## config.mk

```make
export PLATFORM = sky130hd
export DESIGN_NAME = rmsjg_top
export DESIGN_NICKNAME = d
export VERILOG_FILES = /design/src/rmsjg_pkg.sv /design/src/rmsjg_top.sv
export SDC_FILE = /design/constraint.sdc
export NUM_CORES = 1
export LEC_CHECK = 0
export BUFFER_PORTS_ARGS = -buffer_cell sky130_fd_sc_hd__buf_2
export CORE_ASPECT_RATIO = 0.5
export CORE_MARGIN = 8
export CORE_UTILIZATION = 40
export CTS_BUF_LIST = sky130_fd_sc_hd__clkbuf_4 sky130_fd_sc_hd__clkbuf_8
export CTS_CLUSTER_SIZE = 20
export DETAILED_ROUTE_END_ITERATION = 10
export PLACE_DENSITY_LB_ADDON = 0.2
export SYNTH_ARGS = -nofsm -noshare
export SYNTH_HDL_FRONTEND = slang
export SYNTH_SLANG_ARGS = --single-unit
```

## constraint.sdc

```tcl
create_clock -name clk_sys -period 4 [get_ports clk_sys]
set_clock_uncertainty 0.2 [all_clocks]
set_input_delay 0.8 -clock clk_sys [delete_from_list [all_inputs] [get_ports clk_sys]]
set_output_delay 0.8 -clock clk_sys [all_outputs]
set_load 0.05 [all_outputs]
```

## src/rmsjg_pkg.sv

```systemverilog
`default_nettype none
package rmsjg_pkg;
    // System clock and derived cycle counts
    localparam int SYS_CLK_HZ   = 10_000_000;
    localparam int CYC_PER_US   = SYS_CLK_HZ / 1_000_000;
    // Continuous activity that trips the jabber guard
    localparam int JAB_LIMIT_MS = 4000;
    localparam int JAB_LIMIT_CYC = JAB_LIMIT_MS * 1000 * CYC_PER_US;
    // Line silence that ends a burst of transmission
    localparam int JAB_GAP_US   = 1000;
    localparam int JAB_GAP_CYC  = JAB_GAP_US * CYC_PER_US;
    // Half period of the shared panel blink
    localparam int BLINK_MS     = 250;
    localparam int BLINK_CYC    = BLINK_MS * 1000 * CYC_PER_US;
    // Driver turnaround hold per select code, in microseconds
    localparam int TURN_US [8]  = '{1000, 500, 250, 125, 64, 32, 16, 8};
    // Register offsets and reset values
    localparam logic [3:0] REG_STATUS = 4'h0;
    localparam logic [3:0] REG_CTRL   = 4'h4;
    localparam int CTRL_MUTE_BIT      = 0;
    localparam int CTRL_TEST_BIT      = 1;
    localparam logic [1:0] CTRL_RST   = 2'h0;
    localparam int TURN_W             = 24;

    // Jabber guard states, Gray along idle, count, cut
    typedef enum logic [1:0] {
        RMSJG_IDLE  = 2'b00,
        RMSJG_COUNT = 2'b01,
        RMSJG_CUT   = 2'b11
    } rmsjg_jab_t;

    // Turnaround hold in cycles for a select code
    function automatic logic [TURN_W-1:0] turn_cyc(input logic [2:0] sel);
        return TURN_W'(TURN_US[sel] * CYC_PER_US);
    endfunction
endpackage
`default_nettype wire

```

## src/rmsjg_top.sv

```systemverilog
// Function
// - Slave cuts and alarms a terminal channel after four seconds active.
// - Each channel timed alone, judged from data lines, not control lines.
// - When the channel falls silent the timer clears and it reconnects.
// - Guard disable switch stops timing, alarm and cutting entirely.
// - Alarm mute keeps buzzer and relay outputs inactive.
// - Far loopback sends ring data received back toward its sender.
// - Near loopback returns serial port input straight back out.
// - Test switch injects a pulse train in place of serial input.
// - Slave lights a wrap indicator for each rerouting direction.
// - Loop indicator steady with monitor signal, flashing when ring fails.
// - Master transmit indicator steady when valid, flashing when invalid.
// - Level indicator lights whenever optical input exceeds threshold.
// - Sync indicator steady on valid packets, flashing on invalid ones.
// - Broadcast activity indicator per channel for local-side broadcasts.
// - Response activity indicator per channel for remote responses.
// - Three switch bits select the two-wire driver turnaround time.
// - Flow control by transparent XON/XOFF and RTS/CTS handshake.
// - Two asynchronous channels carried bit by bit, no rate limit.
// - Both serial ports sampled at system clock, well above line rates.
// - Alarm relay open normally, closed on any alarm.
// - Master alarms when a ring monitor signal fails to return.
//
// The register addresses and the address-and-strobe port were chosen for this implementation.
`timescale 1ns/100ps
`default_nettype none
module rmsjg_top
    import rmsjg_pkg::*;
#(
    parameter int JAB_CYC   = rmsjg_pkg::JAB_LIMIT_CYC, // Jabber limit
    parameter int GAP_CYC   = rmsjg_pkg::JAB_GAP_CYC,   // Burst end gap
    parameter int BLINK_HLF = rmsjg_pkg::BLINK_CYC      // Blink half
) (
    input  wire logic        clk_sys,            // System clock
    input  wire logic        rst_n,              // Sync reset
    input  wire logic        ce,                 // Clock enable
    input  wire logic [3:0]  reg_addr,           // Register address
    input  wire logic [31:0] reg_wdata,          // Write data
    input  wire logic        reg_wr,             // Write strobe
    input  wire logic        reg_rd,             // Read strobe
    output logic      [31:0] reg_rdata,          // Read data
    input  wire logic        is_master,          // Variant strap
    input  wire logic        far_loopback_sw,    // Far loopback
    input  wire logic        near_loopback_sw,   // Near loopback
    input  wire logic        test_pulse_sw,      // Signal generator
    input  wire logic        alarm_mute_sw,      // Alarm disable
    input  wire logic        jabber_guard_disable_sw, // Guard off
    input  wire logic [2:0]  turn_sel_sw,        // Turnaround select
    input  wire logic [1:0]  term_txd,           // Terminal data in
    input  wire logic [1:0]  term_rts,           // Terminal RTS
    input  wire logic [1:0]  ring_a_optic_in,    // Ring A data
    input  wire logic [1:0]  ring_b_optic_in,    // Ring B data
    input  wire logic [1:0]  rx_level_ok,        // B,A above threshold
    input  wire logic [1:0]  rx_pkt_ok,          // B,A valid packets
    input  wire logic [1:0]  loop_mon_ok,        // B,A monitor seen
    input  wire logic [1:0]  tx_sig_ok,          // B,A transmit valid
    output logic      [1:0]  term_rxd,           // Terminal data out
    output logic      [1:0]  term_cts,           // Terminal CTS
    output logic             rs485_de_n,         // Driver enable
    output logic      [1:0]  ring_a_optic_out,   // Ring A data out
    output logic      [1:0]  ring_b_optic_out,   // Ring B data out
    output logic             bcast_ind_ch1,      // Broadcast ch1
    output logic             bcast_ind_ch2,      // Broadcast ch2
    output logic             resp_ind_ch1,       // Response ch1
    output logic             resp_ind_ch2,       // Response ch2
    output logic             ring_a_loop_ind,    // Loop A
    output logic             ring_b_loop_ind,    // Loop B
    output logic             ring_a_tx_ind,      // Master tx A
    output logic             ring_b_tx_ind,      // Master tx B
    output logic             wrap_primary_to_backup_ind, // A to B
    output logic             wrap_backup_to_primary_ind, // B to A
    output logic      [1:0]  rx_level_ind,       // B,A level
    output logic      [1:0]  rx_sync_ind,        // B,A sync
    output logic             buzzer_on,          // Audible alarm
    output logic             alarm_relay_close,  // Dry contact
    output logic      [1:0]  jabber_alarm        // Per channel cut
);
    import rmsjg_pkg::*;

    ////////////////////////////////////////////////////////////////////
    // Input synchronisers
    localparam int SW = 25;
    logic [SW-1:0] s1_q;
    logic [SW-1:0] s2_q;
    logic          mst;
    logic          far_s;
    logic          near_s;
    logic          test_s;
    logic          mute_s;
    logic          jgd_s;
    logic [2:0]    tsel_s;
    logic [1:0]    txd_s;
    logic [1:0]    rts_s;
    logic [1:0]    ain_s;
    logic [1:0]    bin_s;
    logic [1:0]    lvl_s;
    logic [1:0]    pkt_s;
    logic [1:0]    mon_s;
    logic [1:0]    tok_s;

    // Every strap, switch and line input crosses in; idle line level is high
    always_ff @(posedge clk_sys) begin
        if (!rst_n) begin
            s1_q <= '1;
            s2_q <= '1;
        end else if (ce) begin
            s1_q <= {is_master, far_loopback_sw, near_loopback_sw,
                     test_pulse_sw, alarm_mute_sw,
                     jabber_guard_disable_sw, turn_sel_sw, term_txd,
                     term_rts, ring_a_optic_in, ring_b_optic_in,
                     rx_level_ok, rx_pkt_ok, loop_mon_ok, tx_sig_ok};
            s2_q <= s1_q;
        end
    end

    assign {mst, far_s, near_s, test_s, mute_s, jgd_s, tsel_s, txd_s,
            rts_s, ain_s, bin_s, lvl_s, pkt_s, mon_s, tok_s} = s2_q;

    ////////////////////////////////////////////////////////////////////
    // Control register and shared blink
    logic [1:0]  ctrl_q;
    logic [31:0] blink_cnt_q;
    logic        blink_q;
    logic        mute;
    logic        test;

    assign mute = mute_s | ctrl_q[CTRL_MUTE_BIT];
    assign test = test_s | ctrl_q[CTRL_TEST_BIT];

    // Software control bits
    always_ff @(posedge clk_sys) begin
        if (!rst_n) begin
            ctrl_q <= CTRL_RST;
        end else if (ce && reg_wr && reg_addr == REG_CTRL) begin
            ctrl_q <= reg_wdata[1:0];
        end
    end

    // One divider so every flashing lamp stays in step
    always_ff @(posedge clk_sys) begin
        if (!rst_n) begin
            blink_cnt_q <= '0;
            blink_q     <= 1'b0;
        end else if (ce) begin
            if (blink_cnt_q == 32'(BLINK_HLF - 1)) begin
                blink_cnt_q <= '0;
                blink_q     <= ~blink_q;
            end else begin
                blink_cnt_q <= blink_cnt_q + 32'h1;
            end
        end
    end

    ////////////////////////////////////////////////////////////////////
    // Jabber guard, one per terminal channel
    rmsjg_jab_t  st_q  [2];
    logic [31:0] jcnt_q [2];
    logic [31:0] gap_q [2];
    logic [1:0]  gap_done;
    logic [1:0]  cut;
    logic        guard_off;

    // Master never guards; the switch also turns it off
    assign guard_off = jgd_s | mst;

    for (genvar ch = 0; ch < 2; ch++) begin : g_jab
        assign gap_done[ch] = gap_q[ch] == 32'(GAP_CYC);
        assign cut[ch]      = st_q[ch] == RMSJG_CUT;

        // Silence timer: start bits and data low restart it
        always_ff @(posedge clk_sys) begin
            if (!rst_n) begin
                gap_q[ch] <= 32'(GAP_CYC);
            end else if (ce) begin
                if (!txd_s[ch]) begin
                    gap_q[ch] <= '0;
                end else if (!gap_done[ch]) begin
                    gap_q[ch] <= gap_q[ch] + 32'h1;
                end
            end
        end

        // Burst timer; RTS is ignored so a stuck RTS alone never trips
        always_ff @(posedge clk_sys) begin
            if (!rst_n) begin
                st_q[ch]   <= RMSJG_IDLE;
                jcnt_q[ch] <= '0;
            end else if (ce) begin
                unique case (st_q[ch])
                    RMSJG_IDLE: begin
                        jcnt_q[ch] <= '0;
                        if (!guard_off && !txd_s[ch]) begin
                            st_q[ch] <= RMSJG_COUNT;
                        end
                    end
                    RMSJG_COUNT: begin
                        if (guard_off || gap_done[ch]) begin
                            st_q[ch] <= RMSJG_IDLE;
                        end else if (jcnt_q[ch] == 32'(JAB_CYC - 1)) begin
                            st_q[ch] <= RMSJG_CUT;
                        end else begin
                            jcnt_q[ch] <= jcnt_q[ch] + 32'h1;
                        end
                    end
                    RMSJG_CUT: begin
                        if (guard_off || gap_done[ch]) begin
                            st_q[ch] <= RMSJG_IDLE;
                        end
                    end
                    default: st_q[ch] <= RMSJG_IDLE;
                endcase
            end
        end
    end

    ////////////////////////////////////////////////////////////////////
    // Data paths
    logic [1:0] loc;
    logic [1:0] rx_sel;
    logic       a2b;
    logic       b2a;

    // Local input: test pulse, else terminal unless cut or looped
    assign loc = test ? {2{blink_q}}
               : (near_s ? 2'b11 : (txd_s | {cut[1], cut[0]}));
    // Slave wraps toward the ring whose light is lost
    assign a2b = !mst && lvl_s[0] && !lvl_s[1];
    assign b2a = !mst && lvl_s[1] && !lvl_s[0];
    assign rx_sel = lvl_s[0] ? ain_s : bin_s;

    // Ring transmitters: relay, wrap, merge local, or loop back
    always_ff @(posedge clk_sys) begin
        if (!rst_n) begin
            ring_a_optic_out <= 2'b11;
            ring_b_optic_out <= 2'b11;
        end else if (ce) begin
            if (far_s) begin
                ring_a_optic_out <= bin_s;
                ring_b_optic_out <= ain_s;
            end else if (mst) begin
                ring_a_optic_out <= loc;
                ring_b_optic_out <= loc;
            end else begin
                ring_a_optic_out <= (b2a ? bin_s : ain_s) & loc;
                ring_b_optic_out <= (a2b ? ain_s : bin_s) & loc;
            end
        end
    end

    // Serial port out; data and XON/XOFF pass bit for bit
    always_ff @(posedge clk_sys) begin
        if (!rst_n) begin
            term_rxd <= 2'b11;
            term_cts <= 2'b00;
        end else if (ce) begin
            term_rxd <= near_s ? txd_s : rx_sel;
            term_cts <= rts_s & ~{cut[1], cut[0]};
        end
    end

    ////////////////////////////////////////////////////////////////////
    // Two-wire driver turnaround on the primary port
    logic [TURN_W-1:0] hold_q;

    // Keep driving after the last bit so the stop bit gets out
    always_ff @(posedge clk_sys) begin
        if (!rst_n) begin
            hold_q     <= '0;
            rs485_de_n <= 1'b1;
        end else if (ce) begin
            if (!term_rxd[0]) begin
                hold_q <= turn_cyc(tsel_s);
            end else if (hold_q != '0) begin
                hold_q <= hold_q - TURN_W'(1);
            end
            rs485_de_n <= term_rxd[0] && hold_q == '0;
        end
    end

    ////////////////////////////////////////////////////////////////////
    // Panel indicators
    always_ff @(posedge clk_sys) begin
        if (!rst_n) begin
            bcast_ind_ch1 <= 1'b0;
            bcast_ind_ch2 <= 1'b0;
            resp_ind_ch1  <= 1'b0;
            resp_ind_ch2  <= 1'b0;
        end else if (ce) begin
            bcast_ind_ch1 <= mst ? !loc[0] : !rx_sel[0];
            bcast_ind_ch2 <= mst ? !loc[1] : !rx_sel[1];
            resp_ind_ch1  <= mst ? !rx_sel[0] : !loc[0];
            resp_ind_ch2  <= mst ? !rx_sel[1] : !loc[1];
        end
    end

    // Loop, sync and master transmit lamps steady when healthy, blink when not; wrap and level lamps never blink
    always_ff @(posedge clk_sys) begin
        if (!rst_n) begin
            ring_a_loop_ind <= 1'b0;
            ring_b_loop_ind <= 1'b0;
            ring_a_tx_ind   <= 1'b0;
            ring_b_tx_ind   <= 1'b0;
            wrap_primary_to_backup_ind <= 1'b0;
            wrap_backup_to_primary_ind <= 1'b0;
            rx_level_ind    <= 2'b00;
            rx_sync_ind     <= 2'b00;
        end else if (ce) begin
            ring_a_loop_ind <= mon_s[0] | blink_q;
            ring_b_loop_ind <= mon_s[1] | blink_q;
            ring_a_tx_ind   <= mst && (tok_s[0] | blink_q);
            ring_b_tx_ind   <= mst && (tok_s[1] | blink_q);
            wrap_primary_to_backup_ind <= a2b;
            wrap_backup_to_primary_ind <= b2a;
            rx_level_ind    <= lvl_s;
            rx_sync_ind     <= pkt_s | {2{blink_q}};
        end
    end

    ////////////////////////////////////////////////////////////////////
    // Alarm outputs
    logic ring_fault;
    logic alarm;

    assign ring_fault = mst ? !(&mon_s) : (a2b | b2a);
    assign alarm = (ring_fault | (|cut)) && !mute;

    always_ff @(posedge clk_sys) begin
        if (!rst_n) begin
            buzzer_on         <= 1'b0;
            alarm_relay_close <= 1'b0;
            jabber_alarm      <= 2'b00;
        end else if (ce) begin
            buzzer_on         <= alarm;
            alarm_relay_close <= alarm;
            jabber_alarm      <= {cut[1], cut[0]};
        end
    end

    ////////////////////////////////////////////////////////////////////
    // Register read port; unmapped addresses read zero
    always_ff @(posedge clk_sys) begin
        if (!rst_n) begin
            reg_rdata <= '0;
        end else if (ce && reg_rd) begin
            unique case (reg_addr)
                REG_STATUS: reg_rdata <= {22'h0, mst, ring_fault, mon_s,
                                          a2b, b2a, cut[1], cut[0],
                                          lvl_s};
                REG_CTRL:   reg_rdata <= {30'h0, ctrl_q};
                default:    reg_rdata <= '0;
            endcase
        end
    end
endmodule // rmsjg_top
`default_nettype wire

```

# Yosys cells after proc, flatten, opt, wreduce, memory -nomap -nowiden
# Memories as Yosys holds them, arrays and structs flattened.
# Cells that the tools add are included.
# W data, S select, Z words.
[classes]
addsub = 6
mul = 1
div = 0
magnitude_cmp = 1
n_eq_ne = 11
n_shift = 0
muxes = 126
bitwise = 35
n_reduce_logical = 38
[ops]
columns = ["op", "count"]
rows = [
  ["$mux W32", 11],
  ["$add A32 B1 Y32 const B", 5],
  ["$mux W1", 92],
  ["$eq A32 B14 Y1 const B", 2],
  ["$eq A32 B26 Y1 const B", 2],
  ["$mux W24", 2],
  ["$mux W2", 20],
  ["$eq A32 B22 Y1 const B", 1],
  ["$mul A32 B4 Y23 const B", 1],
  ["$or A1 B1 Y1", 27],
  ["$logic_not A24 Y1", 1],
  ["$reduce_bool A24 Y1", 1],
  ["$sub A24 B1 Y24 const B", 1],
  ["$pmux W10 S2", 1],
  ["$logic_and A1 B1 Y1", 13],
  ["$logic_not A1 Y1", 12],
  ["$and A2 B2 Y2", 3],
  ["$reduce_and A2 Y1", 3],
  ["$reduce_or A3 Y1", 2],
  ["$eq A2 B1 Y1 const B", 2],
  ["$eq A2 B2 Y1 const B", 2],
  ["$eq A4 B3 Y1 const B", 1],
  ["$ge A4 B4 Y1 const B", 1],
  ["$logic_not A2 Y1", 2],
  ["other kinds (8)", 10],
]
[word_totals]
regBits = 167
latch_bits = 0
ramBits = 132
mem_bits_ro = 256
in_bits = 66
out_inout_bits = 59
word_cells = 248
memories = 4
[memory_table]
columns = ["name", "depth", "word_bits", "rd", "rd_clocked_by_memory_dff", "wr", "line_no", "source"]
rows = [
  ["(no name shown)", 8, 32, 1, 0, 0, "rmsjg_pkg.sv:34", "return TURN_W'(TURN_US[sel] * CYC_PER_US);"],
  ["gap_q", 2, 32, 2, 0, 2, "rmsjg_top.sv:158", "logic [31:0] gap_q [2];"],
  ["jcnt_q", 2, 32, 2, 0, 2, "rmsjg_top.sv:157", "logic [31:0] jcnt_q [2];"],
  ["st_q", 2, 2, 2, 0, 2, "rmsjg_top.sv:156", "rmsjg_jab_t st_q [2];"],
]

# Logic depth before layout (Yosys ltp)
[logic_depth]
ltp_word = 13
depth_mapped = 11
mapped_depth_nobuf = 10

# Least setup slack after synthesis
# No wires, ideal clock.
[synth_path]
path_type = "input to register"
from = "in ce"
to = "mem jcnt_q[0][0] (enable)"
setup_time_ns = 0.395
t_arrival_ns = 2.975
required_time_ns = 3.405
slack_ns = 0.430
cell_stages = 8
path_buffers = 3
cell_sequence = "clkbuf_1 nand2_1 nor2_1 o2111ai_1 or2_2 clkbuf_1 clkbuf_1 nand3_1"
[synth_lines]
columns = ["element", "line_no", "source"]
rows = [
  ["start, declared", "rmsjg_top.sv:36", "input wire logic ce,"],
  ["end, declared", "rmsjg_top.sv:157", ""],
]

# Worst setup path after layout
[layout_path]
from = "reg s2_q[18]"
to = "reg hold_q[10]"
[layout_between]
elab_chain_cells = 6
[layout_lines]
columns = ["element", "line_no", "source"]
rows = [
  ["start, declared", "rmsjg_top.sv:84", "logic [SW-1:0] s2_q;"],
  ["start signal, assigned", "rmsjg_top.sv:112", "s2_q <= s1_q;"],
  ["$not A3 Y4 (implied by the code)", "rmsjg_pkg.sv:34", ""],
  ["$mem_v2 Z8 W32", "-", ""],
  ["$mux W32 (implied by the code) (2 in series)", "rmsjg_pkg.sv:34", ""],
  ["$mul A32 B4 Y23", "rmsjg_pkg.sv:34", ""],
  ["$mux W24", "rmsjg_top.sv:271", "if (!term_rxd[0]) begin"],
  ["end signal, assigned", "rmsjg_top.sv:272", "hold_q <= turn_cyc(tsel_s);"],
  ["end signal, assigned", "rmsjg_top.sv:274", "hold_q <= hold_q - TURN_W'(1);"],
  ["end, declared", "rmsjg_top.sv:263", "logic [TURN_W-1:0] hold_q;"],
]
# No other way between the ends. The select of a mux whose other input is x is not followed.
# A chain may end at the register's enable or synchronous reset.

==> results.toml <==
[run]
maxCapViolCount = 0

[yosys]
asyncSetResetFlopFracSynth_pct = 0
synthFlopType = "sky130_fd_sc_hd__dfxtp_1"
syn-mean-instance-area_um2 = 9.437
ys.warnings.count = 0
count_of_unique_library_cells_instantiated_by_yosys = 69
synth-seq-area-share_pct = 48.12
synth_top_family_by_area = "simple AND/OR/NAND/NOR gates"
synth.ff_latch_count = 277
synth_cells = 1512
synth.area.mux_share_pct = 4.753
post_synth_and_or_nand_nor_area_fraction_pct = 24.26
synth.cell_area_um2 = 14270
main_area_contributors_after_synthesis = "sky130_fd_sc_hd__edfxtp_1 28%, sky130_fd_sc_hd__dfxtp_1 20%, sky130_fd_sc_hd__nor2_1 5.7%"
top_cell_type_s_share_of_synthesized_area_pct = 27.78
synth-edff-count = 132
parity_gate_share_of_the_synthesized_area_counting_xor_and_xnor_cells_pct = 9.085
synth_compound_gate_area_share_pct = 7.962
synth_area_leader = "sky130_fd_sc_hd__edfxtp_1"
synth-adder-area-share_pct = 1.719

[place]
io_buffer_count = 72
globalplace.congestion = 0.8172
numPlacedInstances = 2018
hpwl_mm = 22.15

[clock_network]
tritoncts.num_buffers = 44
tritoncts = "done"
clock_latency_ns = 0.58
clock_sink_count = 277
cts_resized = 0
cts.repair_timing.setup_buffer_count = 0
clockRootBuffer = "sky130_fd_sc_hd__clkbuf_8"
clock_tree.htree_level_count = 2
cts-root-to-sink-buffers = 3
ctsHoldBuffers = 0
clk_pin_slew_worst_paths_ns = 0.07

[route]
antenna_violating_nets_post_route = 0
drcViolationCount = 0
total_detailed_routing_wirelength_mm = 32.64
detailedRoute.firstIterationViolations = 836
vias_per_cell = 5.270
detailroute.via_count = 11052
firstDrtPassIters = 8
routed_wire_length_per_instance_um = 15.56

[final_layout]
final_core_utilization_pct = 45.02
fin_cells = 2097
syn_to_layout_area_delta_pct = 12.20
final_nets = 1665
final.fill_count = 3438
layout-drive-gt1-share_pct = 11.90
insertedDiodeCount = 0

[worst_hold_path]
holdCritPathClass = "in2reg"

[timing]
finalSetupViolCount = 0
drv_slew = 0
fmax_mhz = 324.9
hold-worst-slack_ns = 0.2444
worst_slew_margin_relative_to_its_limit_pct = 11.57
period_share_pct = 76.95
setup-tns-final_ns = 0
timing.final.hold_violations = 0
least_margin_pin_slew_ns = 1.314
rsz_0062_raised_after_global_routing = "no"
period_minus_ws_final_ns = 3.078

[worst_setup_path]
crit_path_end_kind = "register"
path_common_cell = "sky130_fd_sc_hd__ha_1"
worstPathCellList = "nand2b_1, and2_1, ha_1, ha_1, fa_1, a21oi_1, a21o_1, a21boi_0, o221ai_1, a41oi_2"
worst_ep_arrival_time_ns = 3.31
crit_path_start_kind = "register"
cpMaxStageDelayCell = "sky130_fd_sc_hd__dfxtp_1"
critPathMaxFanout = 17
criticalPathCategory = "reg2reg"
critPathTopFamily = "adder cells"
timing.critical_path.slowest_cell_delay_ns = 0.65
timing.critical_path.buf_inv = 0
worst_ep_required_time_ns = 4.23

[floorplanning]
core_area_um2 = 35560
fp-row-count = 49
die-height_um = 149.6
io_pins = 125
floorplan.initialDensity_pct = 40.13
dieArea_um2 = 42340
die-width_um = 283.1

[pwr]
power_density_nw_per_um2 = 475.7
worst_ir_drop_vdd_mv = 0.2261
p_leak_nw = 5.925

[global_routing]
grt_usage_pct = 15.03
grt_remaining_overflow = 0
antenna_found_initial = 0
first_global_vias = 10922
grt_pass1_wl_mm = 54.57
grt_max_degree = 55

[run_status]
run_status = "finished clean"
==> worst reg2reg max path: cells and delay by family (launching register included) <==
kind	cells	cell delay [ns]
flops	1	0.65
fa+ha+maj	3	0.92
simple gates	2	0.46
compound gates	5	0.70
==> power by group <==
part           internal, mW  total, mW  leakage (nW)  switching [mW]
Sequential             3.21       3.44          2.58           0.230
Combinational         0.587       1.54          2.84           0.950
Clock                  1.47       2.64         0.508            1.17
Total                  5.27       7.62          5.92            2.35
==> final timing paths <==
kind                                startpoint      endpoint  slack, ns  cells after the start
worst max-delay path                  s2_q[18]    hold_q[10]       0.92                     10
worst max register to register        s2_q[18]    hold_q[10]       0.92                     10
worst min-delay path            turn_sel_sw[2]      s1_q[18]       0.24                      3
worst min register to register    reg_rdata[8]  reg_rdata[8]       0.27                      2
==> metal layers <==
layer  up-vias  wire length (µm)  share of wire [%]  global-route usage [%]
met2       199             15230                 47                   25.01
li1       5530                 -                  -                       -
met1      5264             15250                 47                   19.63
met4         0               839                2.6                   5.215
met5         -                 0                  0                       0
met3        59              1318                4.0                   2.880
==> final cells by class <==
class	count	area (µm²)	area share, %
multi-input cells	1131	6913	43.18
flip-flops and latches	277	6867	42.89
clock buffers	63	785.8	4.908
well taps	484	605.6	3.783
repair buffers	97	563.0	3.517
clock inverters	16	166.4	1.039
inverters	29	108.9	0.6800
==> per-stage QoR <==
stage | instance area, µm² | setup WS [ns] | power (mW)
6_report | 16010 | 0.9219 | 7.615
3_5_place_dp | 15060 | 0.7578 | 5.030
5_1_grt | 16010 | 0.6562 | 8.051
2_1_floorplan | 14350 | 0.4302 | 4.744
3_3_place_gp | 15060 | 0.8431 | 4.968
4_1_cts | 16010 | 0.8941 | 7.689
==> cell usage after synthesis (all sizes together), types with 6 or more instances <==
cell type  instances
nor2             217
nand2            153
dfxtp            145
edfxtp           132
xor2              92
nand3             68
clkbuf            61
mux2i             61
nand4             61
xnor2             56
a21oi             54
o21ai             44
nor4              42
buf               35
inv               29
and3              24
nor3              24
or3               20
and4              19
ha                18
nand2b            18
o211ai            12
or4               12
and2              11
nor4b              8
a22oi              7
mux2               6
==> sequential cells by signal, indices dropped and copies added (netlist names), 4 cells and up <==
name / flops
blink_cnt_q: 32
gap_q: 64
hold_q: 24
jcnt_q: 64
reg_rdata: 10
s1_q: 25
s2_q: 25
st_q: 4
==> cell families (layout without fill, tap and decap cells) <==
logic type	count (synthesis)	in the layout
muxes	67	67
adders and majority gates	19	19
DFF	277	277
AOI/OAI and AO/OA	176	176
other	1	22
buffers and inverters	125	205
xor gates and xnor gates	148	148
and+or+nand+nor	699	699
==> layout by cell type (no fill, tap or decap), types with 5 or more instances in the layout <==
cell type                  Yosys  routed
sky130_fd_sc_hd__clkbuf_4      0      13
sky130_fd_sc_hd__o21ai_0      44      44
sky130_fd_sc_hd__nand4_1      61      61
sky130_fd_sc_hd__and3_1       24      24
sky130_fd_sc_hd__mux2i_1      61      61
sky130_fd_sc_hd__o22ai_1       5       5
sky130_fd_sc_hd__nand2b_1     18      18
sky130_fd_sc_hd__nor4_1       41      41
sky130_fd_sc_hd__nand3_1      68      68
sky130_fd_sc_hd__edfxtp_1    132     132
sky130_fd_sc_hd__inv_1        29      29
sky130_fd_sc_hd__ha_1         18      18
sky130_fd_sc_hd__a211oi_1      5       5
sky130_fd_sc_hd__or2_2         5       5
sky130_fd_sc_hd__nand2_1     153     153
sky130_fd_sc_hd__nor4b_1       8       8
sky130_fd_sc_hd__buf_4        23      25
sky130_fd_sc_hd__a22oi_1       7       7
sky130_fd_sc_hd__o211ai_1     11      11
sky130_fd_sc_hd__clkbuf_8      0      50
sky130_fd_sc_hd__mux2_2        6       6
sky130_fd_sc_hd__dfxtp_1     145     145
sky130_fd_sc_hd__and2_1       11      11
sky130_fd_sc_hd__a21oi_1      54      54
sky130_fd_sc_hd__clkinv_2      0       6
sky130_fd_sc_hd__xor2_1       92      92
sky130_fd_sc_hd__nor3_1       24      24
sky130_fd_sc_hd__conb_1        1      22
sky130_fd_sc_hd__or4_1        11      11
sky130_fd_sc_hd__or3_1        20      20
sky130_fd_sc_hd__buf_2         1      71
sky130_fd_sc_hd__xnor2_1      56      56
sky130_fd_sc_hd__a21o_1        5       5
sky130_fd_sc_hd__nor2_1      217     217
sky130_fd_sc_hd__and4_1       19      19
(Power assumes the default switching activity.)
